### src/gss_pkg.sv
// Package: constants and types for the serial slave interface
package gss_pkg;
  localparam int GSS_BYTE_W = 8;
  localparam int GSS_ADDR_W = 5;
  localparam int GSS_DIR_BIT = 7;
  localparam int GSS_SEL_HI = 6;
  localparam int GSS_SEL_LO = 5;
  localparam int GSS_CLK_MHZ = 10;
  localparam int GSS_WAIT_US = 1000;
  localparam int GSS_WAIT_CYC = GSS_WAIT_US * GSS_CLK_MHZ;
  localparam logic GSS_WIRE_MODE_RST = 1'b0;
  localparam logic GSS_TWO_WIRE_EN_RST = 1'b1;
  localparam logic [7:0] GSS_TEMP8_NOM = 8'h19;
  localparam logic [11:0] GSS_TEMP10_NOM = 12'h064;
  localparam logic [11:0] GSS_TEMP12_NOM = 12'h190;
  localparam logic [1:0] GSS_TSEN_8 = 2'h0;
  localparam logic [1:0] GSS_TSEN_10 = 2'h1;
  localparam logic [1:0] GSS_TSEN_12 = 2'h2;
  typedef enum logic [1:0] {GSS_IF_4W, GSS_IF_3W, GSS_IF_2W, GSS_IF_OFF}
    gss_if_t;
  typedef enum logic [1:0] {GSS_ST_IDLE, GSS_ST_ADDR, GSS_ST_WDATA,
    GSS_ST_RDATA} gss_state_t;
endpackage

### src/gss_sync_if.sv
// Interface: synchronised pin levels and edge strobes
`timescale 1ns/10ps
interface gss_sync_if;
  logic ss_n;
  logic ss_fall;
  logic ss_rise;
  logic sclk_rise;
  logic sclk_fall;
  logic mosi;
  logic strap;
  modport src (output ss_n, ss_fall, ss_rise, sclk_rise, sclk_fall, mosi,
    strap);
  modport dst (input ss_n, ss_fall, ss_rise, sclk_rise, sclk_fall, mosi,
    strap);
endinterface

### src/gss_spi_slave.sv
// Serial slave interface: mode select and SPI framing
`timescale 1ns/10ps
// Function
// [RULE1] After wait time, slave select low enters 4-wire SPI; mode bit resets 0.
// [RULE2] Slave select high runs two-wire bus; its enable resets to 1.
// [RULE3] Mode bit 1 selects 3-wire SPI and disables two-wire bus.
// [RULE4] Multi-slave option blocks 4-wire, 3-wire and two-wire operation.
// [RULE5] 4-wire uses select, clock, separate in and out, 8-bit units.
// [RULE6] Master keeps mode bit 0 and clears two-wire enable for 4-wire.
// [RULE7] Select falling starts transaction; first byte is address.
// [RULE8] Select rising mid-transfer aborts the transaction.
// [RULE9] Address MSB 0 means write, 1 means read.
// [RULE10] Address bits 6:5 are slave field; master sends 00 normally.
// [RULE11] Address low five bits are register address or command.
// [RULE12] Write loads second byte into addressed register.
// [RULE13] Read shifts data from second byte, changing on clock fall.
// [RULE14] 4-wire output held low whenever no read data is shifted.
// [RULE15] Multi-byte sample reads continue while master keeps clocking.
// [RULE16] Address-only frame with MSB 0 runs command at select rise.
// [RULE17] 3-wire shares one data line, driven only for read data.
// [RULE18] Output pin: 4-wire data, unused 3-wire, strap in two-wire.
// [RULE19] Temperature nominal 25/100/400 at 25 C, slopes 1/4/16.
// [RULE20] Master waits 1 ms after power-up before any transaction.
// [RULE21] MSB first; sample on clock rise, output on clock fall.
module gss_spi_slave import gss_pkg::*; #(
  parameter int WAIT_CYC = GSS_WAIT_CYC
) (
  // Clock and reset
  input wire logic sys_clk,
  input wire logic arst_n,
  input wire logic clk_en,
  // Serial pins
  input wire logic ss_n_pin,
  input wire logic sclk_pin,
  input wire logic mosi_in,
  output logic mosi_out,
  output logic mosi_oe,
  input wire logic miso_in,
  output logic miso_out,
  output logic miso_oe,
  // Configuration
  input wire logic multi_slave_opt,
  input wire logic wire_mode_select,
  input wire logic two_wire_en,
  input wire logic [1:0] temp_res,
  input wire logic signed [11:0] temp_delta,
  // Register port
  output logic reg_wr_stb,
  output logic reg_rd_stb,
  output logic cmd_stb,
  output logic [4:0] reg_addr,
  output logic [7:0] reg_wdata,
  input wire logic [7:0] reg_rdata,
  // Status
  output logic if_ready,
  output logic [1:0] if_mode,
  output logic two_wire_active,
  output logic address_lsb_strap,
  output logic [15:0] temp_out
);
  logic rs1_r, rst_n;
  gss_sync_if sy ();
  logic [15:0] temp_code;
  gss_state_t st_r, st_nxt;
  logic [7:0] sh_r, sh_nxt, tx_r, tx_nxt;
  logic [2:0] bc_r, bc_nxt;
  logic [4:0] ad_r, ad_nxt;
  logic rd_r, rd_nxt, drv_r, drv_nxt, cmd_pend_r, cmd_pend_nxt;
  logic dout_r, dout_nxt;
  logic wr_r, wr_nxt, rds_r, rds_nxt, cmd_r, cmd_nxt;
  logic [7:0] wd_r, wd_nxt;
  logic [13:0] wc_r, wc_nxt;
  logic rdy_r, rdy_nxt, strap_r, strap_nxt;
  logic [15:0] tmp_r;
  gss_if_t md_r, md_nxt;
  logic spi_ok;

  always_ff @(posedge sys_clk or negedge arst_n) begin
    if (!arst_n) begin
      rs1_r <= 1'b0;
      rst_n <= 1'b0;
    end else begin
      rs1_r <= 1'b1;
      rst_n <= rs1_r;
    end
  end

  gss_pin_sync u_sync (
    .clk(sys_clk),
    .rst_n(rst_n),
    .ce(clk_en),
    .ss_n_pin(ss_n_pin),
    .sclk_pin(sclk_pin),
    .mosi_pin(mosi_in),
    .miso_pin(miso_in),
    .so(sy)
  );

  gss_temp_fmt u_temp (
    .res_mode(temp_res),
    .delta_c(temp_delta),
    .temp_code(temp_code) // [RULE19]
  );

  // Power-up wait and mode selection
  always_comb begin
    wc_nxt = wc_r;
    rdy_nxt = rdy_r;
    if (!rdy_r) begin
      if (wc_r == 14'(WAIT_CYC - 1)) rdy_nxt = 1'b1; // [RULE20]
      else wc_nxt = wc_r + 14'h0001;
    end
    strap_nxt = strap_r;
    if (multi_slave_opt) md_nxt = GSS_IF_OFF; // [RULE4]
    else if (!sy.ss_n) md_nxt = wire_mode_select ? GSS_IF_3W
                                                 : GSS_IF_4W; // [RULE1] [RULE3]
    else if (two_wire_en && !wire_mode_select) md_nxt = GSS_IF_2W; // [RULE2]
    else md_nxt = GSS_IF_OFF;
    if (md_nxt == GSS_IF_2W) strap_nxt = sy.strap; // [RULE18]
  end
  assign spi_ok = rdy_r && !multi_slave_opt; // [RULE4]

  // Frame engine
  always_comb begin
    st_nxt = st_r;
    sh_nxt = sh_r;
    tx_nxt = tx_r;
    bc_nxt = bc_r;
    ad_nxt = ad_r;
    rd_nxt = rd_r;
    drv_nxt = drv_r;
    dout_nxt = dout_r;
    cmd_pend_nxt = cmd_pend_r;
    wr_nxt = 1'b0;
    rds_nxt = 1'b0;
    cmd_nxt = 1'b0;
    wd_nxt = wd_r;
    if (sy.ss_rise) begin
      if (cmd_pend_r) cmd_nxt = 1'b1; // [RULE16]
      st_nxt = GSS_ST_IDLE; // [RULE8]
      drv_nxt = 1'b0;
      dout_nxt = 1'b0;
      cmd_pend_nxt = 1'b0;
    end else if (sy.ss_fall && spi_ok) begin
      st_nxt = GSS_ST_ADDR; // [RULE7]
      bc_nxt = 3'h0;
      cmd_pend_nxt = 1'b0;
    end else if (st_r != GSS_ST_IDLE && !sy.ss_n) begin
      if (sy.sclk_rise) begin
        sh_nxt = {sh_r[6:0], sy.mosi}; // [RULE21]
        bc_nxt = bc_r + 3'h1;
        if (st_r == GSS_ST_WDATA) cmd_pend_nxt = 1'b0; // [RULE16]
        if (bc_r == 3'h7) begin // [RULE5] [RULE17]
          case (st_r)
            GSS_ST_ADDR: begin
              rd_nxt = sh_nxt[GSS_DIR_BIT]; // [RULE9]
              ad_nxt = sh_nxt[GSS_ADDR_W-1:0]; // [RULE11]
              if (sh_nxt[GSS_DIR_BIT]) begin
                st_nxt = GSS_ST_RDATA;
                rds_nxt = 1'b1;
              end else begin
                st_nxt = GSS_ST_WDATA;
                cmd_pend_nxt = 1'b1; // [RULE16]
              end
            end
            GSS_ST_WDATA: begin
              wd_nxt = sh_nxt;
              wr_nxt = 1'b1; // [RULE12]
              cmd_pend_nxt = 1'b0;
              st_nxt = GSS_ST_IDLE;
            end
            GSS_ST_RDATA: begin
              ad_nxt = ad_r + 5'h01; // [RULE15]
              rds_nxt = 1'b1;
            end
            default: st_nxt = GSS_ST_IDLE;
          endcase
        end
      end
      if (sy.sclk_fall && st_r == GSS_ST_RDATA) begin
        if (bc_r == 3'h0) begin
          dout_nxt = reg_rdata[7]; // [RULE13] [RULE21]
          tx_nxt = {reg_rdata[6:0], 1'b0};
        end else begin
          dout_nxt = tx_r[7];
          tx_nxt = {tx_r[6:0], 1'b0};
        end
        drv_nxt = 1'b1;
      end
    end
    if (st_nxt != GSS_ST_RDATA) begin
      drv_nxt = 1'b0; // [RULE14]
      dout_nxt = 1'b0;
    end
  end

  always_ff @(posedge sys_clk or negedge rst_n) begin
    if (!rst_n) begin
      st_r <= GSS_ST_IDLE;
      sh_r <= 8'h00;
      tx_r <= 8'h00;
      bc_r <= 3'h0;
      ad_r <= 5'h00;
      rd_r <= 1'b0;
      drv_r <= 1'b0;
      dout_r <= 1'b0;
      cmd_pend_r <= 1'b0;
      wr_r <= 1'b0;
      rds_r <= 1'b0;
      cmd_r <= 1'b0;
      wd_r <= 8'h00;
      wc_r <= 14'h0000;
      rdy_r <= 1'b0;
      strap_r <= 1'b0;
      md_r <= GSS_IF_2W;
      tmp_r <= 16'h0000;
    end else if (clk_en) begin
      st_r <= st_nxt;
      sh_r <= sh_nxt;
      tx_r <= tx_nxt;
      bc_r <= bc_nxt;
      ad_r <= ad_nxt;
      rd_r <= rd_nxt;
      drv_r <= drv_nxt;
      dout_r <= dout_nxt;
      cmd_pend_r <= cmd_pend_nxt;
      wr_r <= wr_nxt;
      rds_r <= rds_nxt;
      cmd_r <= cmd_nxt;
      wd_r <= wd_nxt;
      wc_r <= wc_nxt;
      rdy_r <= rdy_nxt;
      strap_r <= strap_nxt;
      md_r <= md_nxt;
      tmp_r <= temp_code;
    end
  end

  // Output pins from registers
  logic mo_r, moe_r, so_r, soe_r, tw_r;
  always_ff @(posedge sys_clk or negedge rst_n) begin
    if (!rst_n) begin
      mo_r <= 1'b0;
      moe_r <= 1'b0;
      so_r <= 1'b0;
      soe_r <= 1'b0;
      tw_r <= 1'b1;
    end else if (clk_en) begin
      mo_r <= dout_nxt;
      moe_r <= drv_nxt && md_r == GSS_IF_3W; // [RULE17]
      so_r <= (md_r == GSS_IF_4W) ? dout_nxt : 1'b0; // [RULE14]
      soe_r <= md_r == GSS_IF_4W && !sy.ss_n; // [RULE5] [RULE18]
      tw_r <= md_nxt == GSS_IF_2W; // [RULE2]
    end
  end

  assign mosi_out = mo_r;
  assign mosi_oe = moe_r;
  assign miso_out = so_r;
  assign miso_oe = soe_r;
  assign reg_wr_stb = wr_r;
  assign reg_rd_stb = rds_r;
  assign cmd_stb = cmd_r;
  assign reg_addr = ad_r;
  assign reg_wdata = wd_r;
  assign if_ready = rdy_r;
  assign if_mode = md_r;
  assign two_wire_active = tw_r;
  assign address_lsb_strap = strap_r;
  assign temp_out = tmp_r;

  a_abort_idle: assert property (@(posedge sys_clk) disable iff (!rst_n)
    clk_en && sy.ss_rise |=> st_r == GSS_ST_IDLE && !drv_r) // [RULE8]
    else $error("frame not aborted");
  a_write_strobe: assert property (@(posedge sys_clk) disable iff (!rst_n)
    wr_r |-> $past(st_r) == GSS_ST_WDATA) // [RULE12]
    else $error("write outside data byte");
  a_cmd_on_rise: assert property (@(posedge sys_clk) disable iff (!rst_n)
    cmd_r |-> $past(sy.ss_rise) && !$past(rd_r)) // [RULE16]
    else $error("command without select rise");
  a_miso_low: assert property (@(posedge sys_clk) disable iff (!rst_n)
    st_r != GSS_ST_RDATA |=> !miso_out) // [RULE14]
    else $error("output not low");
  a_multi_block: assert property (@(posedge sys_clk) disable iff (!rst_n)
    clk_en && multi_slave_opt |=> if_mode == GSS_IF_OFF) // [RULE4]
    else $error("multi-slave not blocking");
  a_three_wire: assert property (@(posedge sys_clk) disable iff (!rst_n)
    mosi_oe |-> if_mode == GSS_IF_3W) // [RULE17]
    else $error("data line driven off 3-wire");
  a_wait_ready: assert property (@(posedge sys_clk) disable iff (!rst_n)
    st_r != GSS_ST_IDLE |-> if_ready) // [RULE20]
    else $error("frame before wait");
  a_read_dir: assert property (@(posedge sys_clk) disable iff (!rst_n)
    st_r == GSS_ST_RDATA |-> rd_r) // [RULE9]
    else $error("read state with write bit");
  a_strap_hold: assert property (@(posedge sys_clk) disable iff (!rst_n)
    !two_wire_active |-> $stable(address_lsb_strap)) // [RULE18]
    else $error("strap sampled outside two-wire");
  a_read_strobe: assert property (@(posedge sys_clk) disable iff (!rst_n)
    reg_rd_stb |-> $past(st_r) != GSS_ST_IDLE && rd_r) // [RULE13]
    else $error("read strobe outside read frame");
endmodule // gss_spi_slave

### src/gss_pin_sync.sv
// Pin synchronisers and edge detectors
`timescale 1ns/10ps
module gss_pin_sync import gss_pkg::*; (
  // Clock and reset
  input wire logic clk,
  input wire logic rst_n,
  input wire logic ce,
  // Raw pins
  input wire logic ss_n_pin,
  input wire logic sclk_pin,
  input wire logic mosi_pin,
  input wire logic miso_pin,
  // Synchronised side
  gss_sync_if.src so
);
  logic [3:0] s1_r, s2_r, s3_r, s1_nxt, s2_nxt, s3_nxt;
  always_comb begin
    s1_nxt = {miso_pin, mosi_pin, sclk_pin, ss_n_pin};
    s2_nxt = s1_r;
    s3_nxt = s2_r;
  end
  always_ff @(posedge clk or negedge rst_n) begin
    if (!rst_n) begin
      s1_r <= 4'h1;
      s2_r <= 4'h1;
      s3_r <= 4'h1;
    end else if (ce) begin
      s1_r <= s1_nxt;
      s2_r <= s2_nxt;
      s3_r <= s3_nxt;
    end
  end
  assign so.ss_n = s2_r[0];
  assign so.ss_fall = s3_r[0] & ~s2_r[0];
  assign so.ss_rise = ~s3_r[0] & s2_r[0];
  assign so.sclk_rise = ~s3_r[1] & s2_r[1];
  assign so.sclk_fall = s3_r[1] & ~s2_r[1];
  assign so.mosi = s2_r[2];
  assign so.strap = s2_r[3];
endmodule // gss_pin_sync

### src/gss_temp_fmt.sv
// Temperature output scaling per resolution mode
`timescale 1ns/10ps
module gss_temp_fmt import gss_pkg::*; (
  // Inputs
  input wire logic [1:0] res_mode,
  input wire logic signed [11:0] delta_c,
  // Output
  output logic [15:0] temp_code
);
  logic [11:0] v;
  always_comb begin
    case (res_mode)
      GSS_TSEN_8: v = {{4{delta_c[7]}}, GSS_TEMP8_NOM + delta_c[7:0]};
      GSS_TSEN_10: v = GSS_TEMP10_NOM + {delta_c[9:0], 2'b00};
      default: v = GSS_TEMP12_NOM + {delta_c[7:0], 4'h0};
    endcase
    temp_code = {{4{v[11]}}, v};
  end
endmodule // gss_temp_fmt

### config.mk
export PLATFORM = sky130hd
export DESIGN_NAME = gss_spi_slave
export DESIGN_NICKNAME = d
export VERILOG_FILES = /design/src/gss_pkg.sv /design/src/gss_sync_if.sv /design/src/gss_spi_slave.sv /design/src/gss_pin_sync.sv /design/src/gss_temp_fmt.sv
export SDC_FILE = /design/constraint.sdc
export NUM_CORES = 1
export LEC_CHECK = 0
export BUFFER_PORTS_ARGS = -buffer_cell sky130_fd_sc_hd__buf_2
export CAP_MARGIN = 40
export CORE_ASPECT_RATIO = 1.4
export CORE_MARGIN = 2
export CORE_UTILIZATION = 40
export CTS_CLUSTER_SIZE = 30
export DETAILED_ROUTE_END_ITERATION = 16
export GPL_ROUTABILITY_DRIVEN = 1
export PLACE_DENSITY_LB_ADDON = 0.12
export REMOVE_ABC_BUFFERS = 1
export SLEW_MARGIN = 20
export SYNTH_ARGS = -nofsm -noshare
export SYNTH_HDL_FRONTEND = slang
export SYNTH_SLANG_ARGS = --single-unit
### constraint.sdc
create_clock -name sys_clk -period 2.4 [get_ports sys_clk]
set_input_delay 0.48 -clock sys_clk [delete_from_list [all_inputs] [get_ports sys_clk]]
set_output_delay 0.48 -clock sys_clk [all_outputs]
set_load 0.01 [all_outputs]
==> metrics.txt, run 1 <==
Flop pwr share=44.2%; Clk Latency, worst-skew pair=0.34 ns; TritonRoute pass-1 iters=4; xor and xnor area share after synthesis=about 3.8%; Sw Share=27.0%; largest net degree at the start of global routing=44; final wirelength=slightly below 9 mm; Yosys reg bits=84; Logic pwr share=roughly 16%; Buf/Inv on CP=1; period utilisation layout=~94%; final-stage net count=493; CP arrival=2.50 ns; main combinational cell family by area after synthesis=simple AND/OR/NAND/NOR gates; most area-hungry cell type in the Yosys netlist=dfrtp_1; final instance area=approximately 5100 sq um; Sink Count=84; adder-cell area share of the yosys netlist=3.30%; CP endpoint kind=register; Clock power frac=39.5%; hold crit path type=register to async pin; post-synthesis sequential area ratio=50.6%; FMAX=approximately 440 MHz; Slew headroom=between 40% and 50%; Critical Path Stages=6; worst slack, placed=0.144 ns; non-filler cells, final=between 500 and 600; post-synthesis mux area share=11.9%; number of antenna diodes=0; CTS buffer count=9; first-pass GRT wire length=15.2 mm; EDFF count, synth=0; Psw=1.04 mW; cell breakdown of the critical path=inv_1 > ha_1 > nor4b_4 > a21oi_1 > or4b_4 > o41ai_2; Post-synth top cells=dfrtp_1, mux2_2, nand2_1; share of cells above drive strength 1=34.3%; initial antenna violation count=0; Setup Buffers After CTS=0; count leader, synth=dfrtp_1; share of the synthesized area in the top cell type=47.4%; Buffers on Ports=70; Peak VDD IR=0.433 mV; critical path required time=2.64 ns; fillers=989; DRT iter0 DRCs=144; Detail Route Antenna Nets=0; Worst Hold Slack=about 0.34 ns; Tightest Pin Transition=0.814 ns; Root Buffer Master=clkbuf_16; FFs w/ async S/R, synth=100%; Fin Clk Skew=0.00821 ns; Setup-failing EPs final=0; Synth Area in Compound Gates=12.8%; cell count after synthesis=369; Area Growth Syn to Fin=21.8%; H-tree lvl count=3; fin worst setup slack=roughly 0.15 ns; die area=approximately 11000 sq um; outcome=completed; DR DRC count=0; Cells after DPL=576; Fin. Hold Viols=0; Final Total Pwr=3.87 mW; simple-gate share of the synthesized area=13.6%; CP peak stage delay=0.57 ns; Clock Path Buffers=2; RSZ-0062 raised after global routing=no; initial core utilization=between 40% and 50%; final period demand of the worst path=approximately 2.3 ns; clock slew seen by the registers of the worst setup and hold paths=0.07 ns; Slew Viols, Final=0; hpwl dp=6.38 mm; core area=10200 sq um; syn_area_per_cell=11.3 sq um; Via density=5.26; Worst Setup Start Kind=register; top_reg_cell synth=dfrtp_1; Yosys cell types=64; row cnt=between 40 and 50; Routed wire per std cell=15.1 um; CP Class=register to register; Post-Syn Area=4170 sq um; die height=125 um; Vias=3120; Area after DPL=about 4700 sq um; GRT Total Usage=between 10% and 20%; Area contributors post-synth=dfrtp_1, mux2_2, ha_1; overflow left after global routing=0; I/O pin count=73; max-cap viol count=0; Power Internal=2.83 mW; Final GP Congestion=0.793; Leakage=2.37 nW; slowest stage cell, crit path=or4b_4; FF-to-FF path depth=6; Die W=90.3 um; CTS tree=built; CP Max Fanout=8; Power Dens Cells=762 nW/um^2; vias in the first global route=~3100; yosys warns=0; CP delay by family, top=simple AND/OR/NAND/NOR gates
cell usage in the layout (no fill, tap or decap), types with 7 or more instances in the layout:
cell and n:
dfrtp_1 78, buf_2 70, mux2_2 38, nand2_1 25, inv_1 20, o21ai_0 17, nor2_1 15, buf_4 15
nand3_1 13, xnor2_1 11, ha_1 11, nand4_1 9, a21oi_1 9, clkbuf_16 9, mux2i_1 7, xor2_1 7
worst paths after layout:
check                        start        endpoint  slack (ns)
max                        st_r[0]        miso_out        0.15
min                          rst_n  u_sync.s1_r[3]        0.34
max reg2reg                st_r[0]        miso_out        0.15
min reg2reg                  rst_n  u_sync.s1_r[3]        0.34
max in group asynchronous    rst_n  u_sync.s1_r[0]        1.37
min in group sys_clk         rs1_r           rst_n        0.36
kinds of logic after synthesis:
family                   after synthesis
AND/OR/NAND/NOR                       99
flip-flops                            84
AO/OA/AOI/OAI                         74
multiplexers                          45
buffers and inverters                 37
XOR/XNOR                              18
adder cells (fa/ha/maj)               11
other                                  1
metrics by stage:
stage,utilization (%),TNS [ns]
finish,49.6,0
global route,49.6,0
CTS,49.6,0
detailed placement,46.3,0
global placement,46.3,0
floorplan,-,-8.01
state kept, by name, indices dropped and copies added (netlist names), 2 cells and up:
name and flops:
bc_r 3, if_mode 2, reg_addr 5, reg_wdata 8, sh_r 7, st_r 2, temp_out 12, tx_r 7
u_sync.s1_r 4, u_sync.s2_r 4, u_sync.s3_r 2, wc_r 14
power groups by stage:
stage          logic [mW]  clock network, mW  registers (mW)
6_report            0.629               1.53            1.71
5_1_grt             0.707               1.61            1.74
3_5_place_dp        0.637                  0            1.74
4_1_cts             0.640               1.56            1.71
3_3_place_gp        0.623                  0            1.73
2_1_floorplan       0.370                  0            1.74
routing by layer:
metal  wire [um]  track usage (%)  up-vias  part of all wire, %
li1            -                -     1502                    -
met1        3940             21.0     1555                   44
met2        4560             28.7       53                   51
met3         282             3.02       10                  3.2
met4         156             6.24        0                  1.7
met5           0                0        -                    0
what timing repair did:
action                                 in CTS  in global routing
endpoints found under the hold margin       2                  0
resized for setup                           0                  0
hold buffers                                1                  0
final cells by class:
cell class,count,area (sq um),area share (%)
sequential,84,2110,41.6
clock buffer,11,243,4.78
tap,138,173,3.40
timing repair buffer,87,493,9.71
inverter,20,75.1,1.48
multi-input combinational,248,1900,37.3
clock inverter,5,85.1,1.68
(Power assumes the default switching activity.)
==> inputs of run 2 (changes only) <==
- GPL_TIMING_DRIVEN: default -> 0
- RECOVER_POWER: default -> 100
- clock period: 2.4 -> 2.2 ns (I/O delays scaled with it)
==> run 2 against run 1 <==
Against the previous run: final area shrank 1.8%; count of clock-buffer cells in the layout is the same; total power grew 4.5%; critical path type unchanged.
==> metrics.txt, run 2 (same netlist as run 1, synthesis figures left out) <==
CP Max Fanout=13; clock slew seen by the registers of the worst setup and hold paths=0.06 ns; DRT iter0 DRCs=149; outcome=completed; hold crit path type=input port to register; WHS Path Cells=2; die height=between 100 and 150 um; hpwl dp=6.04 mm; GRT Total Usage=16.7%; Power Internal=2.92 mW; Top reg by flops=wc_r; period utilisation layout=~97%; Via density=~5.3; Root Buffer Master=clkbuf_16; reg2reg end=reg_addr[0]; initial core utilization=40.7%; Clock power frac=38.0%; share of cells above drive strength 1=between 20 and 30%; Clk Latency, worst-skew pair=0.34 ns; CP Class=register to register; hold_sp=sclk_pin; worst reg2reg startpoint=u_sync.s2_r[0]; Flop pwr share=46.5%; Peak VDD IR=0.499 mV; largest net degree at the start of global routing=50; number of antenna diodes=0; commonest cells after routing, fill and taps aside=dfrtp_1, clkbuf_1, mux2_2; Sw Share=27.7%; Psw=1.12 mW; commonest non-fill, non-tap cell in the layout=dfrtp_1; Logic pwr share=15.5%; final-stage net count=487; Leakage=2.19 nW; CTS tree=built; Fin Setup TNS=0 ns; H-tree lvl count=3; Vias=roughly 3100; CP endpoint kind=register; Worst Setup Start Kind=register; FMAX=470 MHz; initial antenna violation count=0; Fin. Hold Viols=0; DR DRC count=0; overflow left after global routing=0; Sink Count=84; max-cap viol count=0; CTS buffer count=9; Area Growth Syn to Fin=19.7%; Fin Clk Skew=just under 0.007 ns; core area=between 10000 and 15000 sq um; row cnt=44; Power Dens Cells=811 nW/um^2; Final Util=between 40% and 50%; critical path required time=between 2 and 2.5 ns; fillers=1010; final wirelength=8.76 mm; Clock Path Buffers=2; Buffers on Ports=70; Reg2Reg Setup Slack=~0.073 ns; RSZ-0062 raised after global routing=yes; I/O pin count=73; first-pass GRT wire length=15.0 mm; Detail Route Antenna Nets=0; FF-to-FF path depth=4; Setup-failing EPs final=0; TritonRoute pass-1 iters=4; Final Total Pwr=4.05 mW; Routed wire per std cell=14.9 um; CP arrival=around 2.4 ns; Slew headroom=30.1%; vias in the first global route=3180; Die W=~90 um; Tightest Pin Transition=1.05 ns; die area=11300 sq um; final period demand of the worst path=approximately 2.1 ns; Final GP Congestion=0.810; number of flip-flops in the largest register=14; Hold Path End=u_sync.s1_r[1]; Slew Viols, Final=0; Worst Hold Slack=between 0.3 and 0.4 ns
-- run 2: cell types whose count changed in the layout (fill, tap and decap cells not counted), sizes merged --
| cell | change |
|---|---|
| buf | -50 |
| bufinv | -1 |
| clkbuf | +44 |
| inv | +1 |
-- run 2: worst max-delay path by stage --
| stage | end | start | depth (start not counted) | slack [ns] |
|---|---|---|---|---|
| after floorplan | address_lsb_strap | rst_n | 0 | -0.30 |
| after global placement | reg_wdata[4] | rst_n | 0 | -1.34 |
| after detailed placement | tx_r[3] | clk_en | 4 | -0.95 |
| after CTS | miso_out | st_r[0] | 8 | 0.02 |
| after global routing | miso_out | st_r[0] | 6 | -0.02 |
| final | reg_addr[0] | u_sync.s2_r[0] | 4 | 0.07 |
-- run 2: area by class of cell --
type | instances | area [sq um] | share of cell area (%)
Clock buffer | 11 | 243 | 4.87
Clock inverter | 5 | 60.1 | 1.20
Inverter | 20 | 75.1 | 1.51
Multi-Input combinational cell | 248 | 1940 | 39.0
Sequential cell | 84 | 2120 | 42.4
Tap cell | 138 | 173 | 3.46
Timing Repair Buffer | 81 | 378 | 7.58
-- run 2: layer usage --
layer	up-vias	GRT usage [%]	wire length, um
met5	-	0	0
met4	0	8.33	253
met3	16	3.99	359
met2	66	28.3	4490
met1	1541	19.6	3660
li1	1488	-	-
-- run 2: timing repair --
| action | 4_1_cts | 5_1_grt |
|---|---|---|
| cloned | 0 | 0 |
| setup endpoints to repair | 31 | 10 |
| gates resized for setup | 7 | 6 |
| buffers inserted | 8 | 1 |
| pin swaps | 4 | 1 |
| hold buffers | 1 | 0 |
| endpoints found under the hold margin | 2 | 0 |
-- run 2: stage by stage --
stage / std cells / setup WS [ns] / area (sq um)
after floorplan: 352 / -0.304 / 4080
after global placement: 560 / -1.34 / 4600
after detailed placement: 561 / -0.953 / 4630
after CTS: 586 / 0.0178 / 5060
after global routing: 587 / -0.0220 / 4990
final: 587 / 0.0735 / 4990
-- run 2: worst max-delay path, stage by stage (launching register included) --
cell     delay [ns]
dfstp_4        0.52
or4bb_2        0.75
nand3_4        0.23
or2_4          0.19
mux2_2         0.33
-- run 2: power groups by stage --
stage          logic [mW]  clock network, mW  registers (mW)
6_report            0.627               1.54            1.88
5_1_grt             0.709               1.64            1.91
4_1_cts             0.654               1.58            1.88
3_5_place_dp        0.624                  0            1.90
3_3_place_gp        0.598                  0            1.91
2_1_floorplan       0.404                  0            1.89
